## config.mk

```make
export PLATFORM = sky130hd
export DESIGN_NAME = adcstc_control
export DESIGN_NICKNAME = d
export VERILOG_FILES = /design/src/inc/adcstc_pkg.sv /design/src/hdl/adcstc_prescaler.sv /design/src/hdl/adcstc_phase_timer.sv /design/src/hdl/adcstc_control.sv
export SDC_FILE = /design/constraint.sdc
export NUM_CORES = 1
export LEC_CHECK = 0
export BUFFER_PORTS_ARGS = -buffer_cell sky130_fd_sc_hd__buf_2
export CAP_MARGIN = 20
export CORE_MARGIN = 2
export CORE_UTILIZATION = 55
export CTS_CLUSTER_SIZE = 14
export DETAILED_ROUTE_END_ITERATION = 6
export PLACE_DENSITY = 0.79
export SYNTH_ARGS = -nofsm -noshare
export SYNTH_HDL_FRONTEND = slang
export SYNTH_HIERARCHICAL = 1
export SYNTH_SLANG_ARGS = --single-unit
export TNS_END_PERCENT = 100
```

## constraint.sdc

```tcl
create_clock -name clk -period 4.8 [get_ports clk]
set_input_delay 0.72 -clock clk [delete_from_list [all_inputs] [get_ports clk]]
set_output_delay 0.72 -clock clk [all_outputs]
set_load 0.02 [all_outputs]
```

## src/inc/adcstc_pkg.sv

```systemverilog
package adcstc_pkg;
	// register offsets
	localparam logic [7:0] OFS_FREEZE     = 8'h63;
	localparam logic [7:0] OFS_TIMING     = 8'h64;
	localparam logic [7:0] OFS_SEQUENCE   = 8'h65;
	localparam logic [7:0] OFS_STATUS     = 8'h66;
	localparam logic [7:0] OFS_FLAGS      = 8'h67;
	localparam logic [7:0] OFS_IRQ_STATUS = 8'h70;
	localparam logic [7:0] OFS_IRQ_MASK   = 8'h71;
	// reset values
	localparam logic [7:0] RST_FREEZE   = 8'h00;
	localparam logic [7:0] RST_TIMING   = 8'h01;
	localparam logic [7:0] RST_SEQUENCE = 8'h00;
	// field positions
	localparam int TIM_RES_BIT  = 7;
	localparam int TIM_SMP_LSB  = 5;
	localparam int SEQ_LEN_BIT  = 6;
	localparam int SEQ_SCAN_BIT = 5;
	localparam int SEQ_MULTICHANNEL_ENABLE_BIT = 4;
	localparam int IRQ_SEQ_BIT  = 0;
	localparam int IRQ_CONV_BIT = 1;
	// freeze codes
	localparam logic [1:0] FRZ_RUN    = 2'h0;
	localparam logic [1:0] FRZ_FINISH = 2'h2;
	localparam logic [1:0] FRZ_NOW    = 2'h3;
	// phase lengths in converter clocks
	localparam logic [4:0] INIT_SAMPLE_CLKS = 5'h02;
	localparam logic [4:0] TRANSFER_CLKS    = 5'h04;
	localparam logic [4:0] RESOLVE_CLKS     = 5'h0a;
	localparam logic [4:0] RESOLVE_10_EXTRA = 5'h02;
	typedef enum logic [2:0] {IDLE, INIT_SAMPLE, TRANSFER, FINAL_SAMPLE, RESOLVE} adcstc_phase_type;
endpackage : adcstc_pkg

```

## src/hdl/adcstc_prescaler.sv

```systemverilog
module adcstc_prescaler (
	input  wire logic       clk,       // p clock
	input  wire logic       arst_n,    // async reset
	input  wire logic [4:0] prescale,  // prescale field
	output logic            tick       // one pulse per converter clock
);
	logic [4:0] count;
	logic       half;
	logic [4:0] limit;

	// code zero wraps every clock, so the halving stage alone gives divide by two
	assign limit = (prescale == 5'h00) ? 5'h00 : prescale;

	// modulo counter by prescale plus one
	always_ff @(posedge clk or negedge arst_n) begin
		if (!arst_n)
			count <= 5'h00;
		else if (count >= limit)
			count <= 5'h00;
		else
			count <= count + 5'h01;
	end

	// divide-by-two stage keeps the converter clock symmetric
	always_ff @(posedge clk or negedge arst_n) begin
		if (!arst_n)
			half <= 1'b0;
		else if (count >= limit)
			half <= ~half;
	end

	// tick on each rising edge of the derived clock
	assign tick = (count >= limit) && !half;
endmodule : adcstc_prescaler

```

## src/hdl/adcstc_phase_timer.sv

```systemverilog
module adcstc_phase_timer (
	input  wire logic                            clk,        // p clock
	input  wire logic                            arst_n,     // async reset
	input  wire logic                            start,      // begin a conversion
	input  wire logic                            abort,      // kill conversion
	input  wire logic                            tick,       // converter clock pulse
	input  wire logic                            hold,       // freeze, no progress
	input  wire logic [1:0]                      smp_sel,    // final sample code
	input  wire logic                            ten_bit,    // 10-bit resolution
	output adcstc_pkg::adcstc_phase_type         phase,      // current phase
	output logic                                 done        // conversion finished pulse
);
	logic [4:0] left;

	function automatic logic [4:0] final_len(input logic [1:0] code);
		final_len = 5'(5'h02 << code);
	endfunction : final_len

	// phase sequencer; each count is in converter clocks
	always_ff @(posedge clk or negedge arst_n) begin
		if (!arst_n) begin
			phase <= adcstc_pkg::IDLE;
			left  <= 5'h00;
			done  <= 1'b0;
		end else begin
			done <= 1'b0;
			if (abort) begin
				phase <= adcstc_pkg::IDLE;
			end else if (start) begin
				phase <= adcstc_pkg::INIT_SAMPLE;
				left  <= adcstc_pkg::INIT_SAMPLE_CLKS;
			end else if (tick && !hold && phase != adcstc_pkg::IDLE) begin
				if (left > 5'h01) begin
					left <= left - 5'h01;
				end else begin
					case (phase)
						adcstc_pkg::INIT_SAMPLE: begin
							phase <= adcstc_pkg::TRANSFER;
							left  <= adcstc_pkg::TRANSFER_CLKS;
						end
						adcstc_pkg::TRANSFER: begin
							phase <= adcstc_pkg::FINAL_SAMPLE;
							left  <= final_len(smp_sel);
						end
						adcstc_pkg::FINAL_SAMPLE: begin
							phase <= adcstc_pkg::RESOLVE;
							// 10-bit mode adds two clocks to every conversion
							left  <= ten_bit ? adcstc_pkg::RESOLVE_CLKS
								+ adcstc_pkg::RESOLVE_10_EXTRA
								: adcstc_pkg::RESOLVE_CLKS;
						end
						adcstc_pkg::RESOLVE: begin
							phase <= adcstc_pkg::IDLE;
							done  <= 1'b1;
						end
						default: phase <= adcstc_pkg::IDLE;
					endcase
				end
			end
		end
	end
endmodule : adcstc_phase_timer

```

## src/hdl/adcstc_control.sv

```systemverilog
module adcstc_control (
	input  wire logic       clk,              // p clock, 100 MHz
	input  wire logic       arst_n,           // async reset, active low
	input  wire logic [7:0] addr,             // register address
	input  wire logic [7:0] wdata,            // write data
	input  wire logic       wr,               // write strobe
	input  wire logic       rd,               // read strobe
	output logic      [7:0] rdata,            // read data, cycle after rd
	input  wire logic       background_debug_active, // debug mode, from pin
	input  wire logic [7:0] result_read,      // one pulse per result register read
	output logic      [3:0] channel,          // channel to sample
	output logic      [2:0] result_index,     // result slot being converted
	output logic            sampling,         // sample switch closed
	output logic            ten_bit_resolution, // 10-bit conversion mode
	output logic            conv_done,        // result ready pulse
	output logic      [7:0] conversion_done_flag, // per-result done flags
	output logic            sequence_done_flag,   // sequence complete
	output logic            irq               // level interrupt
);
	////////////////////////////////////////////////////////////////////
	logic [1:0] freeze_sel;
	logic [7:0] timing;
	logic [6:0] seq;
	logic       running;
	logic       first_seq;
	logic [2:0] conv_idx;
	logic       dbg_meta;
	logic       dbg;
	logic       tick;
	logic       done;
	logic       start_conv;
	logic       abort;
	logic       hold;
	logic       last;
	logic [1:0] irq_status;
	logic [1:0] irq_mask;
	adcstc_pkg::adcstc_phase_type phase;

	wire wr_freeze = wr && addr == adcstc_pkg::OFS_FREEZE;
	wire wr_timing = wr && addr == adcstc_pkg::OFS_TIMING;
	wire wr_seq    = wr && addr == adcstc_pkg::OFS_SEQUENCE;

	////////////////////////////////////////////////////////////////////
	// debug level comes from a pin, so it is synchronised
	always_ff @(posedge clk or negedge arst_n) begin
		if (!arst_n) begin
			dbg_meta <= 1'b0;
			dbg      <= 1'b0;
		end else begin
			dbg_meta <= background_debug_active;
			dbg      <= dbg_meta;
		end
	end

	// freeze now stops every phase; finish mode lets the current conversion end
	assign hold = dbg && (freeze_sel == adcstc_pkg::FRZ_NOW);

	////////////////////////////////////////////////////////////////////
	// control registers
	always_ff @(posedge clk or negedge arst_n) begin
		if (!arst_n) begin
			freeze_sel <= adcstc_pkg::RST_FREEZE[1:0];
			timing     <= adcstc_pkg::RST_TIMING;
			seq        <= adcstc_pkg::RST_SEQUENCE[6:0];
		end else begin
			if (wr_freeze)
				freeze_sel <= wdata[1:0];
			if (wr_timing)
				timing <= wdata;
			if (wr_seq)
				seq <= wdata[6:0];
		end
	end

	assign ten_bit_resolution = timing[adcstc_pkg::TIM_RES_BIT];

	////////////////////////////////////////////////////////////////////
	adcstc_prescaler u_prescaler (
		.clk      (clk),
		.arst_n   (arst_n),
		.prescale (timing[4:0]),
		.tick     (tick)
	);

	adcstc_phase_timer u_timer (
		.clk      (clk),
		.arst_n   (arst_n),
		.start    (start_conv),
		.abort    (abort),
		.tick     (tick),
		.hold     (hold),
		.smp_sel  (timing[adcstc_pkg::TIM_SMP_LSB +: 2]),
		.ten_bit  (ten_bit_resolution),
		.phase    (phase),
		.done     (done)
	);

	////////////////////////////////////////////////////////////////////
	// a timing write or a new sequence write kills the conversion in flight
	assign abort = wr_timing || wr_seq;

	// last conversion of the sequence: index 3 or 7
	assign last = seq[adcstc_pkg::SEQ_LEN_BIT] ? (conv_idx == 3'h7)
		: (conv_idx == 3'h3);

	// next conversion launches when idle, running, and not frozen
	// freeze in finish mode waits here after the current conversion
	assign start_conv = running && !abort && phase == adcstc_pkg::IDLE && !done
		&& !(dbg && freeze_sel != adcstc_pkg::FRZ_RUN);

	// sequencer: slot counter, run state, scan repetition
	always_ff @(posedge clk or negedge arst_n) begin
		if (!arst_n) begin
			running   <= 1'b0;
			first_seq <= 1'b0;
			conv_idx  <= 3'h0;
		end else if (wr_timing) begin
			running <= 1'b0;
		end else if (wr_seq) begin
			running   <= 1'b1;
			first_seq <= 1'b1;
			conv_idx  <= 3'h0;
		end else if (done) begin
			conv_idx <= last ? 3'h0 : conv_idx + 3'h1;
			if (last) begin
				first_seq <= 1'b0;
				running   <= seq[adcstc_pkg::SEQ_SCAN_BIT];
			end
		end
	end

	// channel select: fixed, or stepping through the group
	always_comb begin
		if (seq[adcstc_pkg::SEQ_MULTICHANNEL_ENABLE_BIT])
			channel = seq[adcstc_pkg::SEQ_LEN_BIT]
				? {seq[3], conv_idx}
				: {seq[3:2], conv_idx[1:0]};
		else
			channel = seq[3:0];
	end

	assign result_index = conv_idx;
	assign sampling     = phase == adcstc_pkg::INIT_SAMPLE
		|| phase == adcstc_pkg::FINAL_SAMPLE;
	assign conv_done    = done;

	////////////////////////////////////////////////////////////////////
	// completion flags; a new sequence write clears them, set wins over read
	always_ff @(posedge clk or negedge arst_n) begin
		if (!arst_n) begin
			conversion_done_flag <= 8'h00;
			sequence_done_flag   <= 1'b0;
		end else if (wr_seq) begin
			conversion_done_flag <= 8'h00;
			sequence_done_flag   <= 1'b0;
		end else begin
			for (int i = 0; i < 8; i++) begin
				if (done && conv_idx == 3'(i))
					conversion_done_flag[i] <= 1'b1;
				else if (result_read[i])
					conversion_done_flag[i] <= 1'b0;
			end
			if (done && last && first_seq)
				sequence_done_flag <= 1'b1;
		end
	end

	////////////////////////////////////////////////////////////////////
	// sticky event bits; hardware set beats write-one clear
	always_ff @(posedge clk or negedge arst_n) begin
		if (!arst_n) begin
			irq_status <= 2'h0;
			irq_mask   <= 2'h0;
		end else begin
			if (wr && addr == adcstc_pkg::OFS_IRQ_MASK)
				irq_mask <= wdata[1:0];
			irq_status[adcstc_pkg::IRQ_SEQ_BIT] <= (done && last && first_seq)
				|| (irq_status[adcstc_pkg::IRQ_SEQ_BIT]
				&& !(wr && addr == adcstc_pkg::OFS_IRQ_STATUS
				&& wdata[adcstc_pkg::IRQ_SEQ_BIT]));
			irq_status[adcstc_pkg::IRQ_CONV_BIT] <= done
				|| (irq_status[adcstc_pkg::IRQ_CONV_BIT]
				&& !(wr && addr == adcstc_pkg::OFS_IRQ_STATUS
				&& wdata[adcstc_pkg::IRQ_CONV_BIT]));
		end
	end

	assign irq = |(irq_status & irq_mask);

	////////////////////////////////////////////////////////////////////
	// read port; unmapped addresses return zero
	always_ff @(posedge clk or negedge arst_n) begin
		if (!arst_n) begin
			rdata <= 8'h00;
		end else if (rd) begin
			case (addr)
				adcstc_pkg::OFS_FREEZE:     rdata <= {6'h00, freeze_sel};
				adcstc_pkg::OFS_TIMING:     rdata <= timing;
				adcstc_pkg::OFS_SEQUENCE:   rdata <= {1'b0, seq};
				adcstc_pkg::OFS_STATUS:     rdata <= {sequence_done_flag, 4'h0, conv_idx};
				adcstc_pkg::OFS_FLAGS:      rdata <= conversion_done_flag;
				adcstc_pkg::OFS_IRQ_STATUS: rdata <= {6'h00, irq_status};
				adcstc_pkg::OFS_IRQ_MASK:   rdata <= {6'h00, irq_mask};
				default:                    rdata <= 8'h00;
			endcase
		end else begin
			rdata <= 8'h00;
		end
	end
endmodule : adcstc_control

```

==> run_summary.xml <==
<?xml version="1.0" encoding="UTF-8"?>
<metrics>
  <group name="sta">
    <metric name="tightestPinTransition" unit="ps">819.7</metric>
    <metric name="rsz0062_at_grt" unit="">false</metric>
    <metric name="fin_crit" unit="ps">2530</metric>
    <metric name="setup_viol_count_final" unit="">0</metric>
    <metric name="slew_viol_final" unit="">0</metric>
    <metric name="max_clock_freq" unit="MHz">395.3</metric>
    <metric name="timing.clock.skew" unit="ps">9.231</metric>
    <metric name="setup_tns" unit="ps">0</metric>
    <metric name="slew-limit-headroom" unit="%">44.94</metric>
    <metric name="hold_violations" unit="">0</metric>
    <metric name="final_min_period_over_clock_period" unit="%">52.70</metric>
  </group>
  <group name="final_layout">
    <metric name="final_stage_net_count" unit="">409</metric>
    <metric name="fillerInstances" unit="">452</metric>
    <metric name="most-common-layout-cells" unit="">59 x dfrtp_1, 56 x buf_2, 31 x nor2_1, 27 x mux2_2, 20 x inv_1</metric>
    <metric name="num_antenna_cells" unit="">0</metric>
    <metric name="final_layout_size_suffix_gt1_share" unit="%">31.62</metric>
    <metric name="syn2layout_area_growth" unit="%">17.33</metric>
    <metric name="utilization" unit="%">66.04</metric>
    <metric name="area_taken_by_multi_input_logic_gates" unit="µm²">1665</metric>
    <metric name="seq_area" unit="µm²">1503</metric>
    <metric name="mostFrequentLayoutCell" unit="">dfrtp_1</metric>
  </group>
  <group name="floorplan">
    <metric name="floorplan.die.width" unit="µm">81.38</metric>
    <metric name="fp.dieArea" unit="µm²">6623</metric>
    <metric name="start_util" unit="%">56.29</metric>
    <metric name="core_area" unit="µm²">5851</metric>
    <metric name="io-pin-count" unit="">57</metric>
    <metric name="die_height" unit="µm">81.38</metric>
    <metric name="placement_rows" unit="">28</metric>
  </group>
  <group name="routing">
    <metric name="post-route-drc-count" unit="">0</metric>
    <metric name="total_via_count_after_detailed_routing" unit="">2571</metric>
    <metric name="avgViaCountPerCell" unit="">5.778</metric>
    <metric name="antenna_violating_nets_post_route" unit="">0</metric>
    <metric name="totalWireLength" unit="µm">7522</metric>
    <metric name="routedWlPerCell" unit="µm">16.90</metric>
    <metric name="dr.pass1.iters" unit="">4</metric>
    <metric name="dr.first_iter.drc_count" unit="">124</metric>
  </group>
  <group name="clock_network">
    <metric name="num_clock_sinks" unit="">60</metric>
    <metric name="clockBufferDepth" unit="">2</metric>
    <metric name="worstSkewPairLatency" unit="ps">340</metric>
    <metric name="cts_post_setup_buffers_inserted" unit="">0</metric>
    <metric name="worst_setup_hold_path_clk_slew" unit="ps">60</metric>
    <metric name="ctsHoldBuffers" unit="">0</metric>
    <metric name="cts_root_buf" unit="">clkbuf_8</metric>
    <metric name="cts.repair.resized" unit="">0</metric>
    <metric name="cts_max_level" unit="">3</metric>
    <metric name="clock_buffer_count_from_cts" unit="">9</metric>
    <metric name="tritoncts" unit="">yes</metric>
  </group>
  <group name="power">
    <metric name="power-per-cell-area" unit="nW/µm²">384.1</metric>
    <metric name="intPower" unit="mW">1.026</metric>
    <metric name="total_power" unit="mW">1.484</metric>
    <metric name="comb_power_share" unit="%">22.4</metric>
    <metric name="sequentialPowerShare" unit="%">42.6</metric>
    <metric name="ir_drop" unit="µV">342.6</metric>
    <metric name="clock_power_share" unit="%">35.0</metric>
    <metric name="switching_share" unit="%">30.84</metric>
    <metric name="sw_pwr" unit="mW">0.4577</metric>
    <metric name="power.static_leakage" unit="nW">1.940</metric>
  </group>
  <group name="global_route">
    <metric name="antenna_found_initial" unit="">0</metric>
    <metric name="grt_pass1_wl" unit="µm">11820</metric>
    <metric name="grt_start_max_net_pins" unit="">61</metric>
    <metric name="via_count_of_the_first_global_routing_pass" unit="">2460</metric>
    <metric name="groute.usage.overall" unit="%">24.05</metric>
    <metric name="grt-ovfl-total" unit="">0</metric>
  </group>
  <group name="logic_synthesis">
    <metric name="netlist-cell-type-count" unit="">59</metric>
    <metric name="synth_edf_count" unit="">0</metric>
    <metric name="part_of_the_yosys_area_used_for_sequential_elements" unit="%">45.63</metric>
    <metric name="ys_async_sr_fraction" unit="%">100.0</metric>
    <metric name="synth_top_flop_cell" unit="">dfrtp_1</metric>
    <metric name="postSynthRegisterBits" unit="">60</metric>
    <metric name="postSynthNetCount" unit="">350</metric>
    <metric name="synthCells" unit="">307</metric>
    <metric name="synth_area_per_cell" unit="µm²">10.73</metric>
    <metric name="syn_area" unit="µm²">3293</metric>
    <metric name="ys.warnings.count" unit="">6</metric>
  </group>
  <group name="run_status">
    <metric name="status" unit="">complete, no violations</metric>
  </group>
  <group name="place">
    <metric name="last_weighted_congestion_value_of_the_routability_driven_placer" unit="">0.9236</metric>
    <metric name="numPortBuffers" unit="">56</metric>
    <metric name="post_dp_hpwl" unit="µm">5345</metric>
  </group>
  <group name="critical_path">
    <metric name="worst_r2r_path_depth" unit="">10</metric>
    <metric name="worstPathMaxFanout" unit="">7</metric>
    <metric name="worst-setup-path-type" unit="">register to register</metric>
    <metric name="worstSetupStartpointType" unit="">register</metric>
    <metric name="worstPathArrival" unit="ps">2790</metric>
    <metric name="worst_setup_path_end_kind" unit="">register</metric>
    <metric name="timing.critical_path.required" unit="ps">5060</metric>
  </group>
  <group name="min_path">
    <metric name="worst_hold_path_cell_count" unit="">0</metric>
    <metric name="min_path_type" unit="">register to register</metric>
  </group>
  <group name="flow_run">
    <metric name="maxCapViolCount" unit="">0</metric>
  </group>
</metrics>
-- final cells by class --
type / count / share of cell area [%]
multi-input cells: 216 / 43.10
flip-flops and latches: 60 / 38.89
repair buffers: 59 / 7.837
clock buffers: 11 / 3.918
well taps: 75 / 2.429
inverters: 20 / 1.943
clock inverters: 4 / 1.878
-- layer usage --
layer | part of all wire [%] | vias to the layer above | global-route usage (%)
met1 | 45 | 1249 | 32.73
met3 | 7.0 | 13 | 5.000
li1 | - | 1228 | -
met5 | 0 | - | 0
met2 | 46 | 81 | 36.31
met4 | 1.9 | 0 | 12.20
-- sequential cells by signal (all words and copies together), names as in the netlist, 2 cells and up --
signal	flops
result_index	3
irq_mask	2
timing	8
freeze_sel	2
rdata	8
conversion_done_flag	8
seq	7
u_timer/left	5
u_timer/phase	3
irq_status	2
u_prescaler/count	5
-- per-stage QoR --
stage	hold WS, ps	area [µm²]	cells	setup slack, ps
3_3_place_gp	339.6	3640	430	2129
3_5_place_dp	336.3	3640	430	2090
2_1_floorplan	331.2	3293	307	2225
6_report	358.6	3864	445	2270
4_1_cts	361.0	3864	445	2269
5_1_grt	371.6	3864	445	2117
-- cell usage after synthesis, types with 6 or more instances --
cell type	instances	area, µm²
a21o_1	6	45.04
a21oi_1	13	65.06
a31oi_1	6	37.54
a32oi_1	6	52.55
clkbuf_1	6	22.52
dfrtp_1	59	1476
ha_1	14	175.2
inv_1	20	75.07
mux2_2	27	304.0
mux2i_1	9	90.09
nand2_1	13	48.80
nand3_1	7	35.03
nor2_1	31	116.4
nor2b_1	14	87.58
-- worst paths after layout --
kind	startpoint	to	slack (ps)
min reg2reg	dbg_meta$_DFF_PN0_	dbg$_DFF_PN0_	360
max reg2reg	u_prescaler/count[0]$_DFF_PN0_	u_timer/phase[1]$_DFFE_PN0P_	2270
min	dbg_meta$_DFF_PN0_	dbg$_DFF_PN0_	360
max	u_prescaler/count[0]$_DFF_PN0_	u_timer/phase[1]$_DFFE_PN0P_	2270
max in group asynchronous	arst_n	u_timer/left[1]$_DFFE_PN0P_	3770
min in group asynchronous	arst_n	u_prescaler/count[2]$_DFF_PN0_	530
-- critical path, cell delays in order (launching register included) --
cell and delay (ps):
dfrtp_1 390, inv_1 60, ha_1 260, nand2b_1 100, a31oi_1 100, o21ai_2 310, nor2b_1 170, and2b_1 250
nand4_2 180, or4b_1 490, a21oi_1 150
-- logic make-up after synthesis --
| logic type | count (synthesis) | synth area share, % |
|---|---|---|
| AO/OA/AOI/OAI | 58 | 12.73 |
| XOR/XNOR | 4 | 1.064 |
| adder cells (fa/ha/maj) | 14 | 5.319 |
| buffers and inverters | 31 | 3.799 |
| flip-flops | 60 | 45.63 |
| multiplexers | 37 | 12.65 |
| AND/OR/NAND/NOR | 103 | 18.81 |
-- power groups by stage --
stage,Clock (mW),Combinational (mW),Sequential [mW]
after floorplan,0,0.257,0.618
after global placement,0,0.318,0.639
after detailed placement,0,0.328,0.641
after CTS,0.524,0.331,0.632
after global routing,0.551,0.366,0.641
final,0.519,0.332,0.633
Note: power is estimated with default switching activity, not from simulation.
